==> src/hw/emb_pkg.sv <==
package emb_pkg;

    // Pin widths of the expansion port.
    localparam int ADDR_WIDTH = 18;
    localparam int DATA_WIDTH = 24;
    localparam int ATTR_WIDTH = 4;

    // Position of the attribute priority disable bit in the mode word.
    localparam int MODE_WIDTH = 24;
    localparam int ATTR_PRIORITY_DISABLE_BIT = 14;

    // Reset values of the registered pins.
    localparam logic [17:0] ADDR_RESET = 18'h00000;
    localparam logic [23:0] DATA_RESET = 24'h000000;
    localparam logic [3:0] ATTR_RESET = 4'h0;

    // Ownership and power state of the port.
    typedef enum logic [2:0] {
        EMB_RESET = 3'b001,
        EMB_OWNER = 3'b010,
        EMB_IDLE = 3'b100
    } emb_state_type;

    // Access request from the core.
    typedef struct packed {
        logic valid;
        logic write;
        logic [17:0] addr;
        logic [23:0] wdata;
        logic [3:0] attr;
    } emb_req_type;

    // Output pin group, values and enables.
    typedef struct packed {
        logic [17:0] addr;
        logic addrOe;
        logic [23:0] data;
        logic dataOe;
        logic [3:0] attr;
        logic attrOe;
        logic readN;
        logic writeN;
        logic strobeOe;
        logic busBusyN;
        logic busBusyOe;
    } emb_pins_type;

endpackage : emb_pkg

==> src/hw/emb_port.sv <==
// Function
// - Stop or wait releases the bus and floats every port output.
// - Owner drives 18 address lines; otherwise and in reset they float.
// - Address lines hold their value when no external access happens.
// - Owner uses 24 data lines bidirectionally; otherwise they float.
// - Data ignored in reset; in standby inputs ignored, outputs float.
// - Owner asserts low read or write strobe; otherwise strobes float.
// - One attribute line at a time unless priority disable bit is set.
//
// The port owns the external bus only while the synchronised grant is
// high and the synchronised standby request is low. Every output enable
// is decoded from the state register and wrQ alone, so the whole port floats
// within one edge of losing ownership.
// Values on the pins are registered and held between accesses, which
// keeps the address lines quiet when nothing external is addressed.
// The data bus is driven only during the write strobe cycle and is an
// input at every other time.
// Requests that arrive while the port does not own the bus are dropped.
module emb_port (
    input wire logic clk,
    input wire logic rst_n,
    input wire logic busGrant,
    input wire logic standby,
    input wire logic [23:0] modeWord,
    input wire emb_pkg::emb_req_type req,
    input wire logic [23:0] dataIn,
    output emb_pkg::emb_pins_type pins,
    output logic [23:0] readData,
    output logic readValid,
    output logic owner
);

    //////////////////////////////////////////////////////////////////////
    // Pin inputs cross from outside the clock domain.
    // Only the second stage of each pair is read by the logic, so a
    // metastable first stage never reaches a decision.
    logic grantMeta;
    logic grantSync;
    logic stbyMeta;
    logic stbySync;
    logic [23:0] dataMeta;
    logic [23:0] dataSync;
    logic next_grantMeta;
    logic next_stbyMeta;

    // Two-stage synchronisers for grant, standby and the data bus.
    // The data bus is sampled through the same two stages, so read data
    // lags the pins by two cycles; memory must hold it that long.
    always_comb begin
        next_grantMeta = busGrant;
        next_stbyMeta = standby;
    end

    always_ff @(posedge clk) begin
        if (!rst_n) begin
            grantMeta <= 1'b0;
            grantSync <= 1'b0;
            stbyMeta <= 1'b0;
            stbySync <= 1'b0;
            dataMeta <= emb_pkg::DATA_RESET;
            dataSync <= emb_pkg::DATA_RESET;
        end else begin
            grantMeta <= next_grantMeta;
            grantSync <= grantMeta;
            stbyMeta <= next_stbyMeta;
            stbySync <= stbyMeta;
            dataMeta <= dataIn;
            dataSync <= dataMeta;
        end
    end

    //////////////////////////////////////////////////////////////////////
    // Keeps only the lowest asserted attribute line in priority mode.
    // The loop runs from the top down so that the last hit, the lowest
    // line, wins. With the disable bit set this function is bypassed and
    // all four lines pass, which lets outside logic decode them into
    // sixteen selects.
    // An empty request gives an empty result.
    function automatic logic [3:0] emb_prio(input logic [3:0] a);
        logic [3:0] r;
        r = 4'h0;
        for (int i = 3; i >= 0; i--) begin
            if (a[i]) begin
                r = 4'h0;
                r[i] = 1'b1;
            end
        end
        return r;
    endfunction : emb_prio

    //////////////////////////////////////////////////////////////////////
    // Ownership state and registered pin values.
    emb_pkg::emb_state_type state, next_state;
    logic [17:0] addrQ, next_addrQ;
    logic [23:0] dataQ, next_dataQ;
    logic [3:0] attrQ, next_attrQ;
    // The strobe flags live for one cycle each; lastOut remembers the
    // direction of the last transfer, though no logic in the port reads it.
    logic rdQ;
    logic next_rdQ;
    logic wrQ;
    logic next_wrQ;
    logic lastOut;
    logic next_lastOut;
    logic [23:0] rdataQ, next_rdataQ;
    logic rvalidQ, next_rvalidQ;
    logic access;

    // Requests are served only while owning the bus.
    always_comb begin
        access = (state == emb_pkg::EMB_OWNER) && req.valid;
        next_state = state;
        next_addrQ = addrQ;
        next_dataQ = dataQ;
        next_attrQ = attrQ;
        next_rdQ = 1'b0;
        next_wrQ = 1'b0;
        next_lastOut = lastOut;
        next_rdataQ = rdataQ;
        next_rvalidQ = 1'b0;
        // The state leaves reset through idle, never straight to owner,
        // so the grant has passed its synchroniser before any enable
        // rises.
        unique case (state)
            emb_pkg::EMB_RESET: begin
                next_state = emb_pkg::EMB_IDLE;
            end
            emb_pkg::EMB_OWNER: begin
                if (stbySync || !grantSync) begin
                    next_state = emb_pkg::EMB_IDLE;
                end
            end
            emb_pkg::EMB_IDLE: begin
                if (grantSync && !stbySync) begin
                    next_state = emb_pkg::EMB_OWNER;
                end
            end
        endcase
        // An access is taken only when ownership will also hold in the
        // next cycle; a request in the cycle that ownership is lost is
        // refused, so no strobe appears on a floating bus.
        // Address, attribute and write data stay registered afterwards.
        if (access && !stbySync && grantSync) begin
            next_addrQ = req.addr;
            next_rdQ = !req.write;
            next_wrQ = req.write;
            next_lastOut = req.write;
            if (req.write) begin
                next_dataQ = req.wdata;
            end
            if (modeWord[emb_pkg::ATTR_PRIORITY_DISABLE_BIT]) begin
                next_attrQ = req.attr;
            end else begin
                next_attrQ = emb_prio(req.attr);
            end
        end
        // Read data is taken at the edge that ends the read strobe cycle; never in reset.
        if (rdQ && state == emb_pkg::EMB_OWNER) begin
            next_rdataQ = dataSync;
            next_rvalidQ = 1'b1;
        end
    end

    // Registers only; reset puts the port in its floating state.
    // The reset is synchronous, so it must be held for one edge at least
    // before the enables are known to be low.
    always_ff @(posedge clk) begin
        if (!rst_n) begin
            state <= emb_pkg::EMB_RESET;
            addrQ <= emb_pkg::ADDR_RESET;
            dataQ <= emb_pkg::DATA_RESET;
            attrQ <= emb_pkg::ATTR_RESET;
            rdQ <= 1'b0;
            wrQ <= 1'b0;
            lastOut <= 1'b0;
            rdataQ <= emb_pkg::DATA_RESET;
            rvalidQ <= 1'b0;
        end else begin
            state <= next_state;
            addrQ <= next_addrQ;
            dataQ <= next_dataQ;
            attrQ <= next_attrQ;
            rdQ <= next_rdQ;
            wrQ <= next_wrQ;
            lastOut <= next_lastOut;
            rdataQ <= next_rdataQ;
            rvalidQ <= next_rvalidQ;
        end
    end

    //////////////////////////////////////////////////////////////////////
    // Pin drive; all enables fall together when ownership is lost.
    // The enables are combinational from the state register and wrQ only, so
    // they carry no glitch from the request inputs.
    // The strobes are gated with ownership as well as their own enable,
    // which keeps them inactive in the cycle that the bus is released.
    // Bus busy is driven low for as long as the port owns the bus and
    // floats with everything else otherwise.
    always_comb begin
        owner = (state == emb_pkg::EMB_OWNER);
        pins.addr = addrQ;
        pins.addrOe = owner;
        pins.data = dataQ;
        pins.dataOe = owner && wrQ;
        pins.attr = attrQ;
        pins.attrOe = owner;
        pins.readN = !(owner && rdQ);
        pins.writeN = !(owner && wrQ);
        pins.strobeOe = owner;
        pins.busBusyN = !owner;
        pins.busBusyOe = owner;
        readData = rdataQ;
        readValid = rvalidQ;
    end

endmodule : emb_port

==> config.mk <==
export PLATFORM = sky130hd
export DESIGN_NAME = emb_port
export DESIGN_NICKNAME = d
export VERILOG_FILES = /design/src/hw/emb_pkg.sv /design/src/hw/emb_port.sv
export SDC_FILE = /design/constraint.sdc
export NUM_CORES = 1
export LEC_CHECK = 0
export ABC_AREA = 0
export BUFFER_PORTS_ARGS = -buffer_cell sky130_fd_sc_hd__buf_4
export CORE_MARGIN = 5
export CORE_UTILIZATION = 35
export CTS_BUF_LIST = sky130_fd_sc_hd__clkbuf_4
export DETAILED_ROUTE_END_ITERATION = 10
export SLEW_MARGIN = 20
export SYNTH_ARGS = -nofsm -noshare
export SYNTH_HDL_FRONTEND = slang
export SYNTH_SLANG_ARGS = --single-unit
export TNS_END_PERCENT = 30
==> constraint.sdc <==
create_clock -name clk -period 2.4 [get_ports clk]
set_clock_uncertainty 0.2 [all_clocks]
set_input_delay 0.48 -clock clk [delete_from_list [all_inputs] [get_ports clk]]
set_output_delay 0.48 -clock clk [all_outputs]
set_load 0.01 [all_outputs]
==> impl_results.md, run 1 <==
- Tmin final: 2.30 ns
- Net Count, Synth: 549
- Total congestion overflow: 0
- Area of the die: 0.0145 mm2
- Worst Hold End: attrQ[2]
- Area of the core: 0.0120 mm2
- Root buffer cell: clkbuf_4
- Seq cells post-synth: 128
- CTS Buf Count: 17
- Critical-path cell list: or3b_4, inv_8, buf_6, buf_4
- RR Startpoint: state[0]
- Slew @ Worst Pin: 0.598 ns
- Final setup viols: 0
- Post-DP HPWL: 7.13 mm
- Status: finished clean
- H-tree Lvls: 4
- DRC violation total after the first TritonRoute iteration: 219
- Synth Cell Area: 0.00425 mm2
- Synth Instances: 449
- Starting Density: 0.356
- Antenna Nets Post-Route: 0
- Endpoint class of the critical path: output pin
- Maximum capacitance violations: 0
- Clk sinks: 128
- Ant. Diodes: 0
- Drt wl/cell: 13.4 um
- RSZ-0062 raised after global routing: true
- Synth warn: 0
- Placed cell areas: 0.00554 mm2
- GR met1 Demand/Resource: 0.178
- Met3 Usage GRT: 0.0659
- Total Wirelength: 11.1 mm
- Max Fclk: 435 MHz
- NumNets Final: 769
- Post-synthesis sequential area ratio: 0.603
- Hold depth: 3
- Total GRT Usage: 0.154
- Final hold viol count: 0
- DR vias/cell: 4.53
- CP required: 1.72 ns
- Critical Path Fanout Max: 6
- Drt drc: 0
- Slowest-stage cell, CP: or3b_4
- Cell total after placement: 724
- FF-to-FF setup slack: 0.35 ns
- GPL Wtd Cong: 0.732
- Met2 usage: 0.259
- DR pass1 iterations: 6
- Final hold slack: 0.0704 ns
- Clk buf depth: 2
- First-pass GRT wire length: 17.9 mm
- R2r worst-path depth: 5
- Tcrit/Tclk final: 0.957
- Worst vdd ir: 0.000244 V
- Area Growth Syn to Fin: 55.7%
- # rows: 40
- Synth unique cells: 24
- Vias: 3,759
- Setup TNS: 0 ns
- Crit-path max cell delay: 0.45 ns
- Syn_area_per_cell: 9.47 um2
- Post-route insts no fill: 829
- Die width: 120 um
- # port buffers: 156
- Hold path startpoint: req[2]
- Slew Viols, Final: 0
- Clock slew at reported path FFs: 0.11 ns
- Busiest layer in global routing: met2
- Largest net degree at the start of global routing: 68
- Worst slew margin: 0.601
- Fraction of layout cells with a size suffix above 1: 0.305
- Leakage power: 2.79 nW
- Fillers: 1,027
- Worst Hold Class: in -> reg
- Skew-Pair Late Insertion Delay: 0.50 ns
- PD cells: 607 mW/mm2
- Vias in the first global route: 3,764
- CP Launch Type: flip-flop
- Crit Reg-Reg Endpoint: dataQ[10]
- Die height: 120 um
- Number of antenna violations at the first check in global routing: 0
- Worst Path Buf+Inv: 3
- Kind of critical path: reg -> out
- CTS tree: yes
- CP arrival: 1.62 ns
- Ports: 180
- Delay-heaviest family, CP: simple AND/OR/NAND/NOR gates
- Post-route cell area: 0.00662 mm2
-- through the flow --
stage / total power [mW] / worst slack (ns) / utilization
6_report: 4.02 / 0.102 / 0.553
5_1_grt: 4.21 / -0.0162 / 0.553
4_1_cts: 4.08 / 0.00814 / 0.548
3_5_place_dp: 2.41 / 0.409 / 0.463
3_3_place_gp: 2.41 / 0.454 / 0.463
2_1_floorplan: 2.30 / 0.304 / -
-- Yosys cell counts (all sizes together) --
library cell,number,area [um2]
dfxtp,128,2560
nand2,97,364
and2,53,332
a21oi,46,230
clkbuf,27,101
mux2i,24,240
o21ai,22,110
nand3,20,100
buf,10,71.3
nor2,5,18.8
inv,4,15.0
o2111ai,3,26.3
clkinv,2,7.51
nor3,2,21.3
and3b,1,8.76
nand3b,1,7.51
nor4b,1,8.76
nor4bb,1,10.0
or3b,1,8.76
xnor2,1,8.76
-- worst max-delay path by stage --
stage / from / end / slack (ns) / depth (start not counted)
4_1_cts: state[1] / pins[10] / 0.008 / 5
6_report: state[0] / owner / 0.10 / 4
3_5_place_dp: state[2] / dataQ[12] / 0.41 / 5
5_1_grt: state[0] / pins[10] / -0.02 / 5
3_3_place_gp: state[2] / dataQ[22] / 0.45 / 5
2_1_floorplan: state[2] / pins[10] / 0.30 / 6
-- state kept, by name (all words and copies together), names as in the netlist --
| register | flops |
|---|---|
| addrQ | 18 |
| attrQ | 4 |
| dataMeta | 24 |
| dataQ | 24 |
| dataSync | 24 |
| grantMeta | 1 |
| grantSync | 1 |
| rdQ | 1 |
| readData | 24 |
| readValid | 1 |
| state | 3 |
| stbyMeta | 1 |
| stbySync | 1 |
| wrQ | 1 |
-- report_power, final --
group	switching, mW	leakage, nW	total [mW]	internal (mW)
Sequential	0.0112	1.04	2.18	2.17
Combinational	0.0968	1.59	0.282	0.185
Clock	0.823	0.159	1.56	0.736
Total	0.931	2.79	4.02	3.09
-- cell families after synthesis --
kind of cell / count (synthesis) / share of synthesized area
compound gates: 71 / 0.0862
xor+xnor: 1 / 0.00206
buf+inv: 43 / 0.0459
flops: 128 / 0.603
mux: 24 / 0.0565
simple gates: 182 / 0.207
-- placed cells by master, fill, tap and decap left out, types with 2 or more instances in the layout --
master and count:
nand2_1 96, mux2i_1 24, clkinv_4 3, clkbuf_4 17, nor2_1 5, dfxtp_2 2
o21ai_0 22, buf_6 3, inv_6 4, bufinv_16 3, and2_1 53, dlygate4sd3_1 70
o2111ai_1 3, dfxtp_1 125, inv_1 4, buf_12 3, clkinv_2 2, buf_4 162
clkinvlp_4 3, a21oi_1 46, nand3_1 20
-- what timing repair did --
item / in CTS / in global routing
setup buffers: 0 / 3
hold buffers: 69 / 1
endpoints found under the setup margin: 2 / 4
pin swaps: 0 / 1
hold endpoints to repair: 69 / 1
resized for setup: 4 / 11
-- final cells by class --
class                           instances  area, um2  area share
Sequential cell                       128       2570       0.388
Multi-Input combinational cell        278       1520       0.229
Clock buffer                           17        128      0.0193
Clock inverter                         15        184      0.0278
Timing Repair Buffer                  238       2010       0.304
Inverter                                6       30.0     0.00454
Tap cell                              147        184      0.0278
-- tightest hold or removal path, delay by kind of cell --
family                 cells  cell delay [ns]
buffers and inverters      1             0.11
AO/OA/AOI/OAI              2             0.12
-- per-layer routing --
layer	vias up	share of wire	routed length [um]
met2	142	0.47	5250
met5	-	0	0
met3	6	0.087	970
met1	1715	0.43	4800
met4	0	0.0078	87
li1	1896	-	-
Note: power is estimated with default switching activity, not from simulation.
==> run 2: changes to the inputs <==
--- a/config.mk
+++ b/config.mk
@@ -11,6 +11,7 @@
 export CORE_UTILIZATION = 35
 export CTS_BUF_LIST = sky130_fd_sc_hd__clkbuf_4
 export DETAILED_ROUTE_END_ITERATION = 10
+export SETUP_SLACK_MARGIN = 0.4
 export SLEW_MARGIN = 20
 export SYNTH_ARGS = -nofsm -noshare
 export SYNTH_HDL_FRONTEND = slang
==> run 2 against run 1 <==
Routed wire length grew 2.6%. Critical endpoint is now pins[3]. Global-route usage grew 0.43 points. Highest routed layer unchanged. Largest power group unchanged. Via count grew 0.61%.
==> impl_results.md, run 2 (synthesis results as in run 1) <==
- Most common cell after layout, fill and taps aside: buf_4
- CP Launch Type: flip-flop
- Kind of critical path: reg -> out
- # rows: 40
- Slew @ Worst Pin: 0.540 ns
- Tmin final: 2.28 ns
- Combinational share of power: 0.075
- Largest net degree at the start of global routing: 66
- Die width: 120 um
- Area Growth Syn to Fin: 57.2%
- Sequential fraction of design power: 0.561
- PD cells: 580 mW/mm2
- Maximum capacitance violations: 0
- Hold depth: 3
- Worst slew margin: 0.640
- Die height: 120 um
- Final setup viols: 0
- Worst Path Buf+Inv: 2
- Tcrit/Tclk final: 0.950
- CTS Buf Count: 17
- Int Power: 2.98 mW
- Overall power: 3.88 mW
- Max Fclk: 439 MHz
- Register area: 0.00257 mm2
- Fraction of layout cells with a size suffix above 1: 0.306
- Clk buf depth: 2
- Drt drc: 0
- RSZ-0062 raised after global routing: true
- DR pass1 iterations: 6
- FF-to-FF setup slack: 0.33 ns
- CP arrival: 1.60 ns
- Most frequent cells in the layout: 158 x buf_4, 125 x dfxtp_1, 96 x nand2_1, 73 x dlygate4sd3_1, 53 x and2_1
- Slew Viols, Final: 0
- Crit Reg-Reg Endpoint: dataQ[14]
- Number of antenna violations at the first check in global routing: 0
- Total GRT Usage: 0.158
- CP required: 1.72 ns
- Clock slew at reported path FFs: 0.11 ns
- Sw Share: 0.231
- Worst Hold Class: in -> reg
- Worst vdd ir: 0.000283 V
- Crit-path max cell delay: 0.46 ns
- H-tree Lvls: 4
- Status: finished clean
- Root buffer cell: clkbuf_4
- First-pass GRT wire length: 18.2 mm
- RR Startpoint: state[0]
- NumNets Final: 774
- Area of the core: 0.0120 mm2
- Vias: 3,782
- Antenna Nets Post-Route: 0
- Fillers: 1,052
- Endpoint class of the critical path: output pin
- # port buffers: 156
- Skew-Pair Late Insertion Delay: 0.52 ns
- Setup TNS: 0 ns
- Ant. Diodes: 0
- Drt wl/cell: 13.7 um
- CTS tree: yes
- Leakage power: 2.82 nW
- Post-DP HPWL: 6.88 mm
- R2r worst-path depth: 6
- Area of the die: 0.0145 mm2
- Slowest-stage cell, CP: or3b_4
- Total congestion overflow: 0
- Total Wirelength: 11.4 mm
- Hold path startpoint: modeWord[14]
- Critical-path cell list: or3b_4, clkinv_8, nand2_2, buf_4
- DR vias/cell: 4.54
- Ports: 180
- Worst Hold End: attrQ[1]
- Vias in the first global route: 3,728
- Clk sinks: 128
- Starting Density: 0.356
- GPL Wtd Cong: 0.751
- Share of power burned in the clock network: 0.364
- Final hold viol count: 0
- DRC violation total after the first TritonRoute iteration: 168
- Delay-heaviest family, CP: simple AND/OR/NAND/NOR gates
- NetSw: 897 uW
- Multi-input gate area: 0.00152 mm2
- Critical Path Fanout Max: 3
## run 2: worst min-delay path, stage by stage
cell	delay, ns
buf_4	0.10
o2111ai_1	0.10
a21oi_1	0.14
## run 2: timing repair
action,in CTS,in global routing
hold buffers,73,0
gates resized for setup,18,3
setup endpoints to repair,9,33
pin swaps,1,1
hold endpoints to repair,73,0
cloned,1,0
buffers inserted,4,0
## run 2: cell type report
type | count | share of cell area
Clock buffer | 18 | 0.0202
Clock inverter | 13 | 0.0210
Tap cell | 147 | 0.0275
Inverter | 6 | 0.00524
Multi-Input combinational cell | 278 | 0.227
Sequential cell | 128 | 0.384
Timing Repair Buffer | 243 | 0.315
## run 2: how the worst max path moves through the flow
stage | startpoint | endpoint | slack [ns] | depth (start not counted)
after CTS | state[0] | pins[3] | 0.07 | 4
after floorplan | state[2] | pins[10] | 0.41 | 6
after global routing | state[0] | pins[10] | 0.009 | 5
after global placement | state[2] | pins[10] | 0.44 | 5
after detailed placement | state[1] | pins[10] | 0.41 | 5
final | state[0] | pins[3] | 0.12 | 4
## run 2: layer usage
metal	global-route usage	part of all wire	vias up
met4	0.0531	0.014	0
met2	0.261	0.48	144
li1	-	-	1905
met1	0.185	0.43	1713
met5	0	0	-
met3	0.0669	0.076	20
## run 2: metrics by stage
stage	instances	setup slack [ns]	hold slack, ns	cell area [um2]	util
3_3_place_gp	724	0.443	0.214	5540	0.463
5_1_grt	833	0.00858	0.120	6690	0.559
6_report	833	0.120	0.137	6690	0.559
2_1_floorplan	449	0.414	0.212	4260	-
4_1_cts	833	0.0673	0.0828	6680	0.558
3_5_place_dp	724	0.415	0.218	5540	0.463
## run 2: power groups by stage
stage	clock network, mW	registers, mW	logic, mW
2_1_floorplan	0	2.22	0.0735
3_3_place_gp	0	2.22	0.185
3_5_place_dp	0	2.23	0.189
4_1_cts	1.47	2.18	0.287
5_1_grt	1.56	2.18	0.314
6_report	1.41	2.18	0.290
==> run 3: changes to the inputs <==
--- a/config.mk
+++ b/config.mk
@@ -8,10 +8,11 @@
 export ABC_AREA = 0
 export BUFFER_PORTS_ARGS = -buffer_cell sky130_fd_sc_hd__buf_4
 export CORE_MARGIN = 5
-export CORE_UTILIZATION = 35
+export CORE_UTILIZATION = 48
 export CTS_BUF_LIST = sky130_fd_sc_hd__clkbuf_4
 export DETAILED_ROUTE_END_ITERATION = 10
-export SETUP_SLACK_MARGIN = 0.4
+export PLACE_DENSITY = 0.8
+export SETUP_SLACK_MARGIN = 0.2
 export SLEW_MARGIN = 20
 export SYNTH_ARGS = -nofsm -noshare
 export SYNTH_HDL_FRONTEND = slang
==> run 3 against run 2 <==
Routed wire length up 2.3%. Core utilization grew 21 points. Global-route usage rose by 5.7 points. Sequential share of layout area is 0.20 points higher. Hold slack worse by 0.068 ns. Setup slack improved by 0.024 ns. Clock power increased by 8%. First-iteration DRC count shrank 30%. Count of clock-buffer cells in the layout down 1. Combinational power barely moved. Non-clock buffer count is 1 lower. Sequential power about the same. Critical endpoint is now owner. Largest cell class unchanged. Largest power group unchanged.
==> impl_results.md, run 3 (synthesis results as in run 1) <==
- Ant. Diodes: 0
- Kind of critical path: reg -> out
- H-tree Lvls: 4
- First-pass GRT wire length: 19.0 mm
- Number of antenna violations at the first check in global routing: 0
- Final hold slack: 0.0694 ns
- Status: finished clean
- Clk buf depth: 2
- Place WS: 0.458 ns
- Clk sinks: 128
- RSZ-0062 raised after global routing: true
- Final Util: 0.767
- CP Launch Type: flip-flop
- Final hold viol count: 0
- Post-route insts no fill: 794
- Area Growth Syn to Fin: 56.4%
- Slew Viols, Final: 0
- # port buffers: 156
- Total GRT Usage: 0.215
- Area of the core: 0.00868 mm2
- Tmin final: 2.26 ns
- Fin worst setup slack: 0.144 ns
- Worst slew margin: 0.696
- Worst Hold Class: in -> reg
- Starting Density: 0.490
- Slew @ Worst Pin: 0.456 ns
- Area of the die: 0.0108 mm2
- PD cells: 599 mW/mm2
- Final setup viols: 0
- Overall power: 3.99 mW
- Post-DP HPWL: 6.95 mm
- Met3 Usage GRT: 0.0813
- Drt wl/cell: 14.7 um
- CTS tree: yes
- GR met1 Demand/Resource: 0.224
- Vias: 3,829
- Met2 usage: 0.378
- Worst vdd ir: 0.000591 V
- Antenna Nets Post-Route: 0
- Most frequent cells in the layout: 162 x buf_4, 125 x dfxtp_1, 96 x nand2_1, 67 x dlygate4sd3_1, 53 x and2_1
- Tcrit/Tclk final: 0.940
- Largest net degree at the start of global routing: 51
- # rows: 34
- Endpoint class of the critical path: output pin
- Skew-Pair Late Insertion Delay: 0.50 ns
- Cell total after placement: 686
- GPL Wtd Cong: 0.790
- Post-route cell area: 0.00665 mm2
- Busiest layer in global routing: met2
- Fillers: 580
- NumNets Final: 773
- CP arrival: 1.58 ns
- Fraction of layout cells with a size suffix above 1: 0.315
- Setup TNS: 0 ns
- DR vias/cell: 4.82
- Ports: 180
- Total Wirelength: 11.7 mm
- Most common cell after layout, fill and taps aside: buf_4
- Clock slew at reported path FFs: 0.11 ns
- Maximum capacitance violations: 0
- CP required: 1.72 ns
- Leakage power: 2.85 nW
- Total congestion overflow: 0
- Drt drc: 0
- Critical Path Fanout Max: 6
- Die height: 104 um
- Max Fclk: 443 MHz
- Vias in the first global route: 3,883
- Root buffer cell: clkbuf_4
- Placed cell areas: 0.00550 mm2
- DR pass1 iterations: 4
- CTS Buf Count: 17
- Die width: 104 um
- DRC violation total after the first TritonRoute iteration: 117
[run 3: cell count changes in the layout (fill, tap and decap cells not counted)]
cell | before | now
clkbuf_4 | 18 | 17
dlygate4sd3_1 | 73 | 67
buf_12 | 4 | 5
clkinv_4 | 3 | 2
nand2_2 | 1 | 0
inv_6 | 2 | 4
inv_8 | 0 | 4
clkinv_8 | 1 | 0
buf_4 | 158 | 162
nand2_4 | 0 | 1
clkinv_2 | 2 | 0
[run 3: where the power goes]
part	total, mW	internal [mW]	switching, mW
Clock	1.52	0.656	0.862
Sequential	2.18	2.17	0.0122
Combinational	0.291	0.189	0.101
[run 3: worst paths after layout]
check	from	endpoint	slack, ns	cells past startpoint
worst max-delay path	state[2]	owner	0.14	4
worst min-delay path	req[31]	addrQ[3]	0.07	3
worst max register to register	state[2]	dataQ[1]	0.33	6
worst min register to register	dataMeta[1]	dataSync[1]	0.24	1
[run 3: timing repair]
| action | 4_1_cts | 5_1_grt |
|---|---|---|
| setup buffers | 7 | 1 |
| pin swaps | 1 | 1 |
| cloned | 1 | 0 |
| gates resized for setup | 16 | 5 |
| endpoints found under the hold margin | 67 | 0 |
| hold buffers | 67 | 0 |
| endpoints found under the setup margin | 9 | 9 |
[run 3: critical path: stages, from the launching register on]
cell,delay [ns]
dfxtp_4,0.37
or3b_4,0.42
clkinv_4,0.08
buf_12,0.11
buf_6,0.10
[run 3: cell type report]
type                    count  area [um2]  area share
multi-input cells         278        1520       0.229
flip-flops and latches    128        2570       0.386
clock buffers              17         128      0.0192
well taps                 108         135      0.0203
repair buffers            242        2100       0.315
inverters                   6        27.5     0.00414
clock inverters            15         175      0.0263
[run 3: routing by layer]
layer | vias to the layer above | routed length [um]
li1 | 1908 | -
met1 | 1735 | 4350
met2 | 157 | 6070
met3 | 29 | 864
met4 | 0 | 367
met5 | - | 0
